## config.mk

```make
export PLATFORM = sky130hd
export DESIGN_NAME = asrw_top
export DESIGN_NICKNAME = d
export VERILOG_FILES = /design/src/asrw_top.v
export VERILOG_INCLUDE_DIRS = /design/src
export SDC_FILE = /design/constraint.sdc
export NUM_CORES = 1
export LEC_CHECK = 0
export BUFFER_PORTS_ARGS = -buffer_cell sky130_fd_sc_hd__buf_2
export CAP_MARGIN = 20
export CELL_PAD_IN_SITES_DETAIL_PLACEMENT = 1
export CELL_PAD_IN_SITES_GLOBAL_PLACEMENT = 2
export CORE_ASPECT_RATIO = 1.2
export CORE_MARGIN = 1.5
export CORE_UTILIZATION = 35
export DETAILED_ROUTE_END_ITERATION = 7
export GPL_TIMING_DRIVEN = 0
export PLACE_DENSITY = 0.84
export SYNTH_ARGS = -nofsm -noshare
export SYNTH_HDL_FRONTEND = slang
export SYNTH_SLANG_ARGS = --single-unit
```

## constraint.sdc

```tcl
create_clock -name CLK_SYS -period 2.58 [get_ports CLK_SYS]
set_input_delay 0.258 -clock CLK_SYS [delete_from_list [all_inputs] [get_ports CLK_SYS]]
set_output_delay 0.258 -clock CLK_SYS [all_outputs]
set_load 0.005 [all_outputs]
```

## src/asrw_consts.vh

```
// register map, field positions and reset values of the serial receiver
`ifndef ASRW_CONSTS_VH
`define ASRW_CONSTS_VH
// register byte addresses
`define ASRW_ADDR_RX_STATUS_CTRL   8'h00
`define ASRW_ADDR_RX_DATA_PORT     8'h04
`define ASRW_ADDR_TX_STATUS_CTRL   8'h08
`define ASRW_ADDR_BAUD_CTRL        8'h0C
`define ASRW_ADDR_BAUD_DIV_HIGH    8'h10
`define ASRW_ADDR_BAUD_DIV_LOW     8'h14
`define ASRW_ADDR_IRQ_CTRL         8'h18
// receive_status_control fields
`define ASRW_RSC_SERIAL_PORT_EN    7
`define ASRW_RSC_NINE_BIT_EN       6
`define ASRW_RSC_SINGLE_RX_EN      5
`define ASRW_RSC_CONT_RX_EN        4
`define ASRW_RSC_ADDR_DETECT_EN    3
`define ASRW_RSC_FRAMING_ERR       2
`define ASRW_RSC_OVERRUN_ERR       1
`define ASRW_RSC_NINTH_BIT         0
// transmit_status_control fields
`define ASRW_TSC_SYNC_MODE         4
`define ASRW_TSC_HIGH_SPEED        2
`define ASRW_TSC_SHIFTER_EMPTY     1
// baud_control fields
`define ASRW_BC_RX_IDLE            6
`define ASRW_BC_RX_POLARITY_INV    5
`define ASRW_BC_SIXTEEN_BIT_DIV    3
`define ASRW_BC_WAKEUP_EN          1
// interrupt control fields
`define ASRW_IRQ_ENABLE            0
`define ASRW_IRQ_FLAG              1
// reset values
`define ASRW_RST_RX_STATUS_CTRL    8'h00
`define ASRW_RST_TX_STATUS_CTRL    8'h02
`define ASRW_RST_BAUD_CTRL         8'h40
`define ASRW_RST_BAUD_DIV          8'h00
// timing counts in sample ticks, slow prescale count in generator ticks
`define ASRW_OVERSAMPLE            16
`define ASRW_START_MID             4'h7
`define ASRW_BIT_MID               4'hF
`define ASRW_SLOW_PRESCALE         2'h3
`endif

```

## src/asrw_top.v

```verilog
// asynchronous serial receiver with wake-on-break behind an apb slave
//
// Decided for this implementation: the address map and the APB register port.
`timescale 1ns/1ps
`default_nettype none
`include "asrw_consts.vh"

module asrw_top #(
	parameter FIFO_DEPTH = 2                   // characters held for software
) (
	input  wire        CLK_SYS,                // system clock, 50 MHz
	input  wire        RST,                    // synchronous reset, active high
	input  wire        PSEL,                   // apb select
	input  wire        PENABLE,                // apb access phase
	input  wire        PWRITE,                 // apb direction, high is write
	input  wire [7:0]  PADDR,                  // apb byte address
	input  wire [31:0] PWDATA,                 // apb write data
	output reg  [31:0] PRDATA,                 // apb read data, registered
	output wire        PREADY,                 // apb ready, never waits
	output wire        PSLVERR,                // apb error on unmapped address
	input  wire        SERIAL_INPUT_PIN,       // serial line from the remote sender
	input  wire        SLEEP_MODE,             // device asleep, module clocks stopped
	output wire        RECEIVE_IRQ             // receive interrupt request, level
);

	localparam ST_IDLE  = 3'h0;                // waiting for start edge
	localparam ST_START = 3'h1;                // checking start bit middle
	localparam ST_DATA  = 3'h2;                // shifting data bits
	localparam ST_STOP  = 3'h3;                // sampling stop bit
	localparam ST_WAKE  = 3'h4;                // suspended, watching for wake

	// control registers
	reg        serial_port_enable_q;           // port on
	reg        nine_bit_receive_enable_q;      // nine data bits
	reg        single_receive_enable_q;        // stored only, sync mode unused
	reg        continuous_receive_enable_q;    // receiver on
	reg        address_detect_enable_q;        // address filter on
	reg        sync_mode_q;                    // synchronous mode select
	reg        high_speed_baud_select_q;       // fast generator rate
	reg        receive_polarity_invert_q;      // invert line
	reg        sixteen_bit_divisor_select_q;   // use high divisor byte
	reg        wakeup_enable_q;                // wake watch active
	reg        receive_irq_enable_q;           // interrupt request gate
	reg  [7:0] baud_divisor_high_q;            // divisor upper byte
	reg  [7:0] baud_divisor_low_q;             // divisor lower byte
	// status
	reg        overrun_error_flag_q;           // fifo overrun, sticky
	reg        wake_flag_q;                    // wake event pending
	reg        wake_seen_q;                    // falling edge seen, await rise
	// receive path
	reg  [2:0] state_q;                        // receiver state
	reg  [3:0] sample_cnt_q;                   // ticks within a bit
	reg  [3:0] bit_cnt_q;                      // data bits taken
	reg  [8:0] receive_shifter_q;              // not visible to software
	reg        line_meta_q;                    // first sync stage
	reg        line_sync_q;                    // second sync stage
	reg        line_prev_q;                    // previous synced level
	// baud generator
	reg [15:0] brg_cnt_q;                      // down counter
	reg  [1:0] prescale_q;                     // slow-mode divide by four
	// fifo
	reg  [9:0] fifo_mem [0:FIFO_DEPTH-1];      // {framing, ninth, data}
	reg        wr_ptr_q;                       // write index
	reg        rd_ptr_q;                       // read index
	reg  [1:0] fifo_cnt_q;                     // characters held

	wire        rx_line;                       // polarity-corrected line
	wire        fall_edge;                     // line went high to low
	wire        rise_edge;                     // line went low to high
	wire        brg_tick;                      // generator output
	wire        sample_tick;                   // sixteen times bit rate
	wire        rx_enabled;                    // reception may run
	wire [15:0] divisor;                       // selected reload value
	wire        setup_ph;                      // apb setup cycle
	wire        access_ph;                     // apb completing cycle
	wire        wr_en;                         // write takes effect
	wire        rd_data_port;                  // data port read completes
	wire        addr_ok;                       // address is mapped
	wire        fifo_full;                     // no room left
	wire        fifo_empty;                    // nothing held
	wire        char_done;                     // stop bit sampled
	wire        char_keep;                     // passes address filter
	wire        push;                          // enter fifo
	wire        pop;                           // leave fifo
	wire        receive_irq_flag;              // character or wake pending
	wire [9:0]  head;                          // oldest entry

	// line synchroniser, only the second stage is looked at
	always @(posedge CLK_SYS) begin
		if (RST) begin
			line_meta_q <= 1'b1;
			line_sync_q <= 1'b1;
			line_prev_q <= 1'b1;
		end else begin
			line_meta_q <= SERIAL_INPUT_PIN;
			line_sync_q <= line_meta_q;
			line_prev_q <= rx_line;
		end
	end

	assign rx_line   = line_sync_q ^ receive_polarity_invert_q;
	assign fall_edge = line_prev_q & ~rx_line;
	assign rise_edge = ~line_prev_q & rx_line;

	// baud generator, frozen in sleep since its clock would be gone
	assign divisor = sixteen_bit_divisor_select_q ?
		{baud_divisor_high_q, baud_divisor_low_q} : {8'h00, baud_divisor_low_q};
	assign brg_tick = (brg_cnt_q == 16'h0000) & ~SLEEP_MODE;

	always @(posedge CLK_SYS) begin
		if (RST) begin
			brg_cnt_q  <= 16'h0000;
			prescale_q <= 2'h0;
		end else if (!SLEEP_MODE) begin
			if (brg_tick) begin
				brg_cnt_q <= divisor;
				prescale_q <= prescale_q + 2'h1;
			end else begin
				brg_cnt_q <= brg_cnt_q - 16'h0001;
			end
		end
	end

	// slow mode runs the generator at sixty-four times, others at sixteen
	assign sample_tick = brg_tick &
		((high_speed_baud_select_q | sixteen_bit_divisor_select_q) |
		 (prescale_q == `ASRW_SLOW_PRESCALE));

	assign rx_enabled = serial_port_enable_q & continuous_receive_enable_q &
		~sync_mode_q & ~overrun_error_flag_q & ~SLEEP_MODE;

	assign char_done = (state_q == ST_STOP) & sample_tick &
		(sample_cnt_q == `ASRW_BIT_MID);
	// filter drops data characters while address detect and nine-bit receive are both on
	assign char_keep = ~(nine_bit_receive_enable_q & address_detect_enable_q &
		~receive_shifter_q[8]);
	assign push = char_done & char_keep & ~fifo_full;

	// receive state machine
	always @(posedge CLK_SYS) begin
		if (RST) begin
			state_q           <= ST_IDLE;
			sample_cnt_q      <= 4'h0;
			bit_cnt_q         <= 4'h0;
			receive_shifter_q <= 9'h000;
		end else if (wakeup_enable_q) begin
			state_q      <= ST_WAKE;
			sample_cnt_q <= 4'h0;
		end else begin
			case (state_q)
				ST_IDLE: begin
					sample_cnt_q <= 4'h0;
					if (rx_enabled && fall_edge) begin
						state_q <= ST_START;
					end
				end
				ST_START: begin
					if (!rx_enabled) begin
						state_q <= ST_IDLE;
					end else if (sample_tick) begin
						sample_cnt_q <= sample_cnt_q + 4'h1;
						if (sample_cnt_q == `ASRW_START_MID) begin
							sample_cnt_q <= 4'h0;
							bit_cnt_q    <= 4'h0;
							// a glitch that is high by mid-bit is no start
							state_q <= rx_line ? ST_IDLE : ST_DATA;
						end
					end
				end
				ST_DATA: begin
					if (!rx_enabled) begin
						state_q <= ST_IDLE;
					end else if (sample_tick) begin
						sample_cnt_q <= sample_cnt_q + 4'h1;
						if (sample_cnt_q == `ASRW_BIT_MID) begin
							// shift from the top so bit 0 ends lowest
							if (nine_bit_receive_enable_q) begin
								receive_shifter_q <= {rx_line, receive_shifter_q[8:1]};
							end else begin
								receive_shifter_q <= {1'b0, rx_line, receive_shifter_q[7:1]};
							end
							bit_cnt_q <= bit_cnt_q + 4'h1;
							if (bit_cnt_q == (nine_bit_receive_enable_q ? 4'h8 : 4'h7)) begin
								state_q <= ST_STOP;
							end
						end
					end
				end
				ST_STOP: begin
					if (!rx_enabled) begin
						state_q <= ST_IDLE;
					end else if (sample_tick) begin
						sample_cnt_q <= sample_cnt_q + 4'h1;
						if (sample_cnt_q == `ASRW_BIT_MID) begin
							state_q <= ST_IDLE;
						end
					end
				end
				ST_WAKE: begin
					state_q <= ST_IDLE;
				end
				default: begin
					state_q <= ST_IDLE;
				end
			endcase
		end
	end

	// two-entry fifo, framing and ninth bit travel with each character
	assign fifo_full  = (fifo_cnt_q == FIFO_DEPTH);
	assign fifo_empty = (fifo_cnt_q == 2'h0);
	assign head       = fifo_mem[rd_ptr_q];
	assign pop        = rd_data_port & ~fifo_empty;

	always @(posedge CLK_SYS) begin
		if (push) begin
			fifo_mem[wr_ptr_q] <= {~rx_line, receive_shifter_q};
		end
	end

	// fifo pointers and fill level
	always @(posedge CLK_SYS) begin
		if (RST) begin
			wr_ptr_q   <= 1'b0;
			rd_ptr_q   <= 1'b0;
			fifo_cnt_q <= 2'h0;
		end else begin
			if (push) begin
				wr_ptr_q <= ~wr_ptr_q;
			end
			if (pop) begin
				rd_ptr_q <= ~rd_ptr_q;
			end
			if (push && !pop) begin
				fifo_cnt_q <= fifo_cnt_q + 2'h1;
			end else if (pop && !push) begin
				fifo_cnt_q <= fifo_cnt_q - 2'h1;
			end
		end
	end

	// overrun: set on a kept character with no room, cleared with receive enable
	always @(posedge CLK_SYS) begin
		if (RST) begin
			overrun_error_flag_q <= 1'b0;
		end else if (char_done && char_keep && fifo_full) begin
			overrun_error_flag_q <= 1'b1;
		end else if (!continuous_receive_enable_q) begin
			overrun_error_flag_q <= 1'b0;
		end
	end

	// wake watch; flag set wins over the clearing read
	always @(posedge CLK_SYS) begin
		if (RST) begin
			wake_flag_q <= 1'b0;
			wake_seen_q <= 1'b0;
		end else begin
			if (wakeup_enable_q && !wake_seen_q && fall_edge) begin
				wake_flag_q <= 1'b1;
				wake_seen_q <= 1'b1;
			end else if (rd_data_port) begin
				wake_flag_q <= 1'b0;
			end
			if (!wakeup_enable_q) begin
				wake_seen_q <= 1'b0;
			end
		end
	end

	assign receive_irq_flag = ~fifo_empty | wake_flag_q;
	assign RECEIVE_IRQ = receive_irq_flag & receive_irq_enable_q;

	// apb decode; zero wait states
	assign setup_ph  = PSEL & ~PENABLE;
	assign access_ph = PSEL & PENABLE;
	assign addr_ok   = (PADDR[1:0] == 2'h0) && (PADDR <= `ASRW_ADDR_IRQ_CTRL);
	assign wr_en     = access_ph & PWRITE & addr_ok;
	assign rd_data_port = access_ph & ~PWRITE & (PADDR == `ASRW_ADDR_RX_DATA_PORT);
	assign PREADY    = 1'b1;
	assign PSLVERR   = access_ph & ~addr_ok;

	// software-written control bits
	always @(posedge CLK_SYS) begin
		if (RST) begin
			serial_port_enable_q         <= 1'b0;
			nine_bit_receive_enable_q    <= 1'b0;
			single_receive_enable_q      <= 1'b0;
			continuous_receive_enable_q  <= 1'b0;
			address_detect_enable_q      <= 1'b0;
			sync_mode_q                  <= 1'b0;
			high_speed_baud_select_q     <= 1'b0;
			receive_polarity_invert_q    <= 1'b0;
			sixteen_bit_divisor_select_q <= 1'b0;
			wakeup_enable_q              <= 1'b0;
			receive_irq_enable_q         <= 1'b0;
			baud_divisor_high_q          <= `ASRW_RST_BAUD_DIV;
			baud_divisor_low_q           <= `ASRW_RST_BAUD_DIV;
		end else begin
			// hardware ends the wake watch on the rising edge after the event
			if (wakeup_enable_q && wake_seen_q && rise_edge) begin
				wakeup_enable_q <= 1'b0;
			end
			if (wr_en) begin
				case (PADDR)
					`ASRW_ADDR_RX_STATUS_CTRL: begin
						serial_port_enable_q        <= PWDATA[`ASRW_RSC_SERIAL_PORT_EN];
						nine_bit_receive_enable_q   <= PWDATA[`ASRW_RSC_NINE_BIT_EN];
						single_receive_enable_q     <= PWDATA[`ASRW_RSC_SINGLE_RX_EN];
						continuous_receive_enable_q <= PWDATA[`ASRW_RSC_CONT_RX_EN];
						address_detect_enable_q     <= PWDATA[`ASRW_RSC_ADDR_DETECT_EN];
					end
					`ASRW_ADDR_TX_STATUS_CTRL: begin
						sync_mode_q              <= PWDATA[`ASRW_TSC_SYNC_MODE];
						high_speed_baud_select_q <= PWDATA[`ASRW_TSC_HIGH_SPEED];
					end
					`ASRW_ADDR_BAUD_CTRL: begin
						receive_polarity_invert_q    <= PWDATA[`ASRW_BC_RX_POLARITY_INV];
						sixteen_bit_divisor_select_q <= PWDATA[`ASRW_BC_SIXTEEN_BIT_DIV];
						wakeup_enable_q              <= PWDATA[`ASRW_BC_WAKEUP_EN];
					end
					`ASRW_ADDR_BAUD_DIV_HIGH: baud_divisor_high_q <= PWDATA[7:0];
					`ASRW_ADDR_BAUD_DIV_LOW:  baud_divisor_low_q  <= PWDATA[7:0];
					`ASRW_ADDR_IRQ_CTRL: receive_irq_enable_q <= PWDATA[`ASRW_IRQ_ENABLE];
					default: begin
					end
				endcase
			end
		end
	end

	// read data captured in the setup cycle, stable through the access
	always @(posedge CLK_SYS) begin
		if (RST) begin
			PRDATA <= 32'h00000000;
		end else if (setup_ph) begin
			PRDATA <= 32'h00000000;
			case (PADDR)
				`ASRW_ADDR_RX_STATUS_CTRL: begin
					PRDATA[`ASRW_RSC_SERIAL_PORT_EN]  <= serial_port_enable_q;
					PRDATA[`ASRW_RSC_NINE_BIT_EN]     <= nine_bit_receive_enable_q;
					PRDATA[`ASRW_RSC_SINGLE_RX_EN]    <= single_receive_enable_q;
					PRDATA[`ASRW_RSC_CONT_RX_EN]      <= continuous_receive_enable_q;
					PRDATA[`ASRW_RSC_ADDR_DETECT_EN]  <= address_detect_enable_q;
					PRDATA[`ASRW_RSC_FRAMING_ERR]     <= ~fifo_empty & head[9];
					PRDATA[`ASRW_RSC_OVERRUN_ERR]     <= overrun_error_flag_q;
					PRDATA[`ASRW_RSC_NINTH_BIT]       <= ~fifo_empty & head[8];
				end
				// an empty fifo reads as zero, the dummy after a wake
				`ASRW_ADDR_RX_DATA_PORT: PRDATA[7:0] <= fifo_empty ? 8'h00 : head[7:0];
				`ASRW_ADDR_TX_STATUS_CTRL: begin
					PRDATA[`ASRW_TSC_SYNC_MODE]      <= sync_mode_q;
					PRDATA[`ASRW_TSC_HIGH_SPEED]     <= high_speed_baud_select_q;
					PRDATA[`ASRW_TSC_SHIFTER_EMPTY]  <= 1'b1;
				end
				`ASRW_ADDR_BAUD_CTRL: begin
					PRDATA[`ASRW_BC_RX_IDLE]          <= (state_q == ST_IDLE) |
						(state_q == ST_WAKE);
					PRDATA[`ASRW_BC_RX_POLARITY_INV]  <= receive_polarity_invert_q;
					PRDATA[`ASRW_BC_SIXTEEN_BIT_DIV]  <= sixteen_bit_divisor_select_q;
					PRDATA[`ASRW_BC_WAKEUP_EN]        <= wakeup_enable_q;
				end
				`ASRW_ADDR_BAUD_DIV_HIGH: PRDATA[7:0] <= baud_divisor_high_q;
				`ASRW_ADDR_BAUD_DIV_LOW:  PRDATA[7:0] <= baud_divisor_low_q;
				`ASRW_ADDR_IRQ_CTRL: begin
					PRDATA[`ASRW_IRQ_ENABLE] <= receive_irq_enable_q;
					PRDATA[`ASRW_IRQ_FLAG]   <= receive_irq_flag;
				end
				default: begin
				end
			endcase
		end
	end

endmodule // asrw_top
`default_nettype wire

```

======== Yosys cells after proc, flatten, opt, wreduce, memory -nomap -nowiden ========
Memories as Yosys holds them, arrays and structs flattened. A register that Yosys moved wholly into a read port is not among the register bits.
Cells that the tools add are included.
word-level totals
  bits in registers ....................... 83
  memory bits (writable) .................. 20
  output and inout bits ................... 35
  logic and storage cells ................. 212
  memories kept ........................... 1
memory list
  memory    depth  bits a word  read ports  clocked after Yosys merged registers in  write ports  line           source
  fifo_mem  2      10           1           1                                        1            asrw_top.v:62  reg [9:0] fifo_mem [0:FIFO_DEPTH-1];
cells by class
  add/sub/neg operators ................... 6
  $lt $le $gt $ge ......................... 1
  equal/unequal tests ..................... 40
  muxes and demuxes ....................... 52
  bitwise operators ....................... 45
  reductions and logical operators ........ 37
operator list
  kind                   count
  $mux 4                 12
  $mux 3                 12
  $mux 16                2
  $and 1x1->1            25
  $eq 8x5->1 const B     3
  $ne 4x4->1 const B     6
  $reduce_and 8->1       3
  $ne 3x3->1 const B     7
  $pmux 1 s5             4
  $eq 8x4->1 const B     2
  $logic_not 16->1       1
  $sub 16x1->16 const B  1
  $not 1->1              15
  $ne 2x2->1 const B     7
  $reduce_and 2->1       7
  $pmux 3 s4             1
  $pmux 4 s3             1
  $mux 1                 11
  $logic_and 1x1->1      10
  $pmux 2 s5             1
  $reduce_and 5->1       2
  $mux 9                 1
  $add 4x1->4 const B    2
  $eq 8x3->1 const B     1
  27 further kinds       44

======== Logic depth before layout (Yosys ltp) ========
  depth after elaboration ................. 11
  depth in mapped cells ................... 10
  gate-level depth less buffers ........... 10

======== Worst setup path before layout ========
Ideal clock, no wire load.
  path type ............................... reg-to-reg
  start point ............................. register brg_cnt_q[4]
  end point ............................... register fifo_cnt_q[1]
  data arrival time ....................... 2.278 ns
  data required time ...................... 2.510 ns
  path slack .............................. 0.231 ns
  stages on the path, launching flop included .. 9
  path buffers ............................ 1
  cell sequence ........................... dfxtp_1 > or4_1 > buf_6 > nor2_2 > nand4b_1 > inv_1 > ha_1 > or3_1 > a21oi_1
on the way
  cells in the longest elaborated chain, start to end .. 10
ends and longest elaborated chain
  element                       line            source
  from (decl)                   asrw_top.v:59   reg [15:0] brg_cnt_q;
  from (signal assigned)        asrw_top.v:116  brg_cnt_q <= divisor;
  from (signal assigned)        asrw_top.v:119  brg_cnt_q <= brg_cnt_q - 16'h0001;
  $logic_not 16->1 (*)          asrw_top.v:108  assign brg_tick = (brg_cnt_q == 16'h0000) & ~SLEEP_MODE;
  $and 1x1->1 (*)               asrw_top.v:108
  $and 1x1->1 (*)               asrw_top.v:125  assign sample_tick = brg_tick &
  $and 1x1->1 (*) (2 in a row)  asrw_top.v:132  assign char_done = (state_q == ST_STOP) & sample_tick &
  $and 1x1->1 (*) (2 in a row)  asrw_top.v:137  assign push = char_done & char_keep & ~fifo_full;
  via push                      asrw_top.v:83   wire push;
  $logic_not 1->1               asrw_top.v:236  end else if (pop && !push) begin
  $logic_and 1x1->1             asrw_top.v:236
  $reduce_bool 2->1 (no line)   --
  to (signal assigned)          asrw_top.v:235  fifo_cnt_q <= fifo_cnt_q + 2'h1;
  to (signal assigned)          asrw_top.v:237  fifo_cnt_q <= fifo_cnt_q - 2'h1;
  to (decl)                     asrw_top.v:65   reg [1:0] fifo_cnt_q;
The timed path passes the listed nets; every way through them passes the cells marked *.
A chain may end at the register's enable or synchronous reset.

======== Worst setup path after layout ========
  start point ............................. register brg_cnt_q[8]
  end point ............................... register fifo_cnt_q[1]
The elaborated chain is that of the path after synthesis.

==> results.toml <==
[min_path]
holdPathStages = 2
hold_end = "line_meta_q"
hold_path_startpoint = "SERIAL_INPUT_PIN"
holdCritPathClass = "input port to flop"

[die]
core-area_mm2 = 0.01447
fp-row-count = 48
fp.dieW_um = 114.6
io_pins = 82
initial_core_util_pct = 36.12
dieHeight_um = 136.9
die-area_mm2 = 0.01568

[place]
place_congestion = 0.8822
hpwlAfterDp_um = 12630
numPortBuffers = 30
dpl_cell_area_mm2 = 0.005714

[power_and_ir_drop]
ir_drop_v = 0.0004021
sequentialPowerShare_pct = 40.0
internal-power_mw = 3.005
clockPowerShare_pct = 27.7
switching_share_pct = 37.42
p_sw_mw = 1.797
p_leak_nw = 2.195
power_density_mw_per_mm2 = 796.2
power_frac_comb_pct = 32.3

[yosys]
synthArstFlopShare_pct = 0
yosysWarnings = 0
synth-edff-count = 20
yosys_register_bits = 104
synth_area_per_cell_um2 = 9.236
synth_seq_area_share_pct = 43.66
synth_flop_cell = "dfxtp_1"
syn_area_mm2 = 0.005228
synth_cell_types = 69
synthCells = 566

[sta]
finalSetupTns_ns = 0
fin_skew_ns = 0.007262
hold_viol_final = 0
setup-violations-final = 0
fin_crit_sh_pct = 96.21
fmax_mhz = 402.9
tightest_slew_ns = 1.045
drv_slew = 0
slew_headroom_pct = 29.82
period_needed_ns = 2.482

[worst_setup_path]
cp_data_arrival_time_ns = 2.77
critPathMaxFanout = 6
critPathLaunchType = "flop"
reg2reg_from = "brg_cnt_q[8]"
criticalPathCategory = "flop to flop"
end_kind = "flop"
reg2reg_slack_ns = 0.1
worstRegToRegCells = 7
cp_data_required_time_ns = 2.86
r2r-end = "fifo_cnt_q[1]"

[detailed_routing]
first_pass_iters = 4
drc = 0
wl_per_cell_um = 20.01
vias_per_cell = 5.370
ant_nets = 0
vias = 4484
drt-initial-drc-count = 161
drt_wl_total_um = 16710

[clocking]
clock-root-buffer = "clkbuf_16"
clock_latency_ns = 0.35
clock_path_buffers = 2
cts_inserted_buffers = 9
htree_levels = 3
cts_tree = "yes"
holdBufCountCts = 0
clkTransAtPathRegs_ns = 0.08
cts_sinks = 104

[global_routing]
first_global_vias = 4729
grt_max_degree = 19
antenna_found_initial = 0
grtUsageTotal_pct = 22.52
grt_pass1_wl_um = 26310
globalRoute.totalOverflow = 0

[run]
maxCapViolCount = 0

[cells_and_area]
nets = 683
area_growth_syn_to_layout_pct = 15.37
drive_above_1_share_pct = 17.17
nFillCells = 1709
design_area_mm2 = 0.006031
num_antenna_cells = 0

[outcome]
outcome = "complete, no violations"
==> logic make-up (layout without fill, tap and decap cells) <==
kind of cell	count (synthesis)	after routing	share of synthesized area (%)
buf+inv	71	117	7.157
xor+xnor	7	7	1.173
other cells	2	25	0.1437
fa+ha+maj	6	6	1.436
flops	104	104	43.66
compound gates	119	119	15.13
mux	49	49	9.789
simple gates	208	208	21.52
==> per-stage QoR <==
step / setup WS, ns / power [mW] / utilization [%] / instances / hold WS, ns
global route: -0.01115 / 5.074 / 41.67 / 835 / 0.08299
finish: 0.09779 / 4.802 / 41.67 / 835 / 0.08901
CTS: 0.01846 / 4.807 / 41.65 / 836 / 0.08305
global placement: -0.4318 / 3.354 / 39.48 / 819 / 0.3977
detailed placement: -0.4692 / 3.403 / 39.48 / 819 / 0.3975
floorplan: 0.2315 / 2.969 / - / 589 / 0.3618
==> per-layer routing <==
metal,track usage (%),wire length [um],vias up
met3,3.587,485,32
met1,26.79,7168,2215
li1,-,-,2161
met4,9.306,506,0
met5,0,0,-
met2,40.19,8549,76
==> cells in the mapped netlist, types with 4 or more instances <==
library cell | number | share of area, %
dfxtp_1 | 84 | 32
or4_1 | 4 | 0.57
or2_2 | 7 | 0.84
a21oi_1 | 31 | 3.0
nor2b_1 | 8 | 0.96
inv_1 | 13 | 0.93
nand3_1 | 15 | 1.4
a32oi_1 | 5 | 0.84
a22oi_1 | 5 | 0.72
mux2_2 | 7 | 1.5
nand2b_1 | 5 | 0.60
or3_1 | 6 | 0.72
nand2_1 | 30 | 2.2
buf_4 | 26 | 3.7
nand4_1 | 4 | 0.48
o22ai_1 | 7 | 0.84
nor3_1 | 21 | 2.0
a31oi_1 | 10 | 1.2
edfxtp_1 | 20 | 11
xor2_1 | 4 | 0.67
clkbuf_1 | 25 | 1.8
a221oi_1 | 5 | 0.84
and3_1 | 4 | 0.48
nor2_1 | 62 | 4.5
mux2i_1 | 41 | 7.9
ha_1 | 6 | 1.4
o21ai_0 | 26 | 2.5
nor4b_1 | 5 | 0.84
nor4_1 | 11 | 1.3
==> layout by cell type, fill, tap and decap left out, types with 4 or more instances in the layout <==
master / netlist / layout
dfxtp_1: 84 / 84
nor2_1: 62 / 61
mux2i_1: 41 / 41
buf_2: 2 / 32
a21oi_1: 31 / 31
nand2_1: 30 / 30
buf_4: 26 / 27
o21ai_0: 26 / 26
conb_1: 2 / 25
clkbuf_1: 25 / 23
nor3_1: 21 / 21
edfxtp_1: 20 / 20
nand3_1: 15 / 15
inv_1: 13 / 13
nor4_1: 11 / 11
a31oi_1: 10 / 10
clkbuf_16: 0 / 9
nor2b_1: 8 / 8
o22ai_1: 7 / 7
or2_2: 7 / 7
mux2_2: 7 / 7
or3_1: 6 / 6
ha_1: 6 / 6
a32oi_1: 5 / 5
nor4b_1: 5 / 5
nand2b_1: 5 / 5
a22oi_1: 5 / 5
a221oi_1: 5 / 5
or4_1: 4 / 4
xor2_1: 4 / 4
nand4_1: 4 / 4
and3_1: 4 / 4
inv_6: 0 / 4
==> state kept, by name (all words and copies together) (netlist names), 2 cells and up, named ones only <==
register / cells
baud_divisor_high_q: 8
fifo_mem: 20
prescale_q: 2
bit_cnt_q: 4
state_q: 3
receive_shifter_q: 9
baud_divisor_low_q: 8
sample_cnt_q: 4
PRDATA: 8
brg_cnt_q: 16
fifo_cnt_q: 2
==> how the worst max path moves through the flow <==
stage / startpoint / to / cells past startpoint
after floorplan: brg_cnt_q[4] / fifo_cnt_q[1] / 8
after global placement: SLEEP_MODE / fifo_mem[0][4] / 6
after global routing: brg_cnt_q[4] / receive_shifter_q[7] / 7
final: brg_cnt_q[8] / fifo_cnt_q[1] / 7
after detailed placement: SLEEP_MODE / fifo_mem[0][7] / 6
after CTS: brg_cnt_q[0] / fifo_cnt_q[1] / 9
==> power groups by stage <==
stage	logic, mW	clock network (mW)	registers, mW
after detailed placement	1.46	0	1.95
after floorplan	1.06	0	1.91
after CTS	1.54	1.35	1.92
after global placement	1.42	0	1.94
final	1.55	1.33	1.92
after global routing	1.71	1.42	1.94
==> critical path, cell delays in order (launching register included) <==
cell and delay (ns):
dfxtp_1 0.36, or4_1 0.70, nor2_4 0.18, nand4b_1 0.22
inv_1 0.17, ha_1 0.29, or3_1 0.36, a21oi_1 0.13
==> repair_timing <==
item,4_1_cts,5_1_grt
pin swaps,1,0
setup buffers,1,0
hold endpoints to repair,0,0
setup endpoints to repair,30,16
resized for setup,5,6
==> layout make-up <==
cell class | count | area (um^2) | share of cell area (%)
buffer | 56 | 319.1 | 5.290
sequential | 104 | 2282 | 37.84
clock buffer | 9 | 225.2 | 3.734
clock inverter | 7 | 53.80 | 0.8921
tap | 200 | 250.2 | 4.149
timing repair buffer | 31 | 157.7 | 2.614
inverter | 14 | 52.55 | 0.8714
multi-input combinational | 414 | 2690 | 44.61
(Power assumes the default switching activity.)
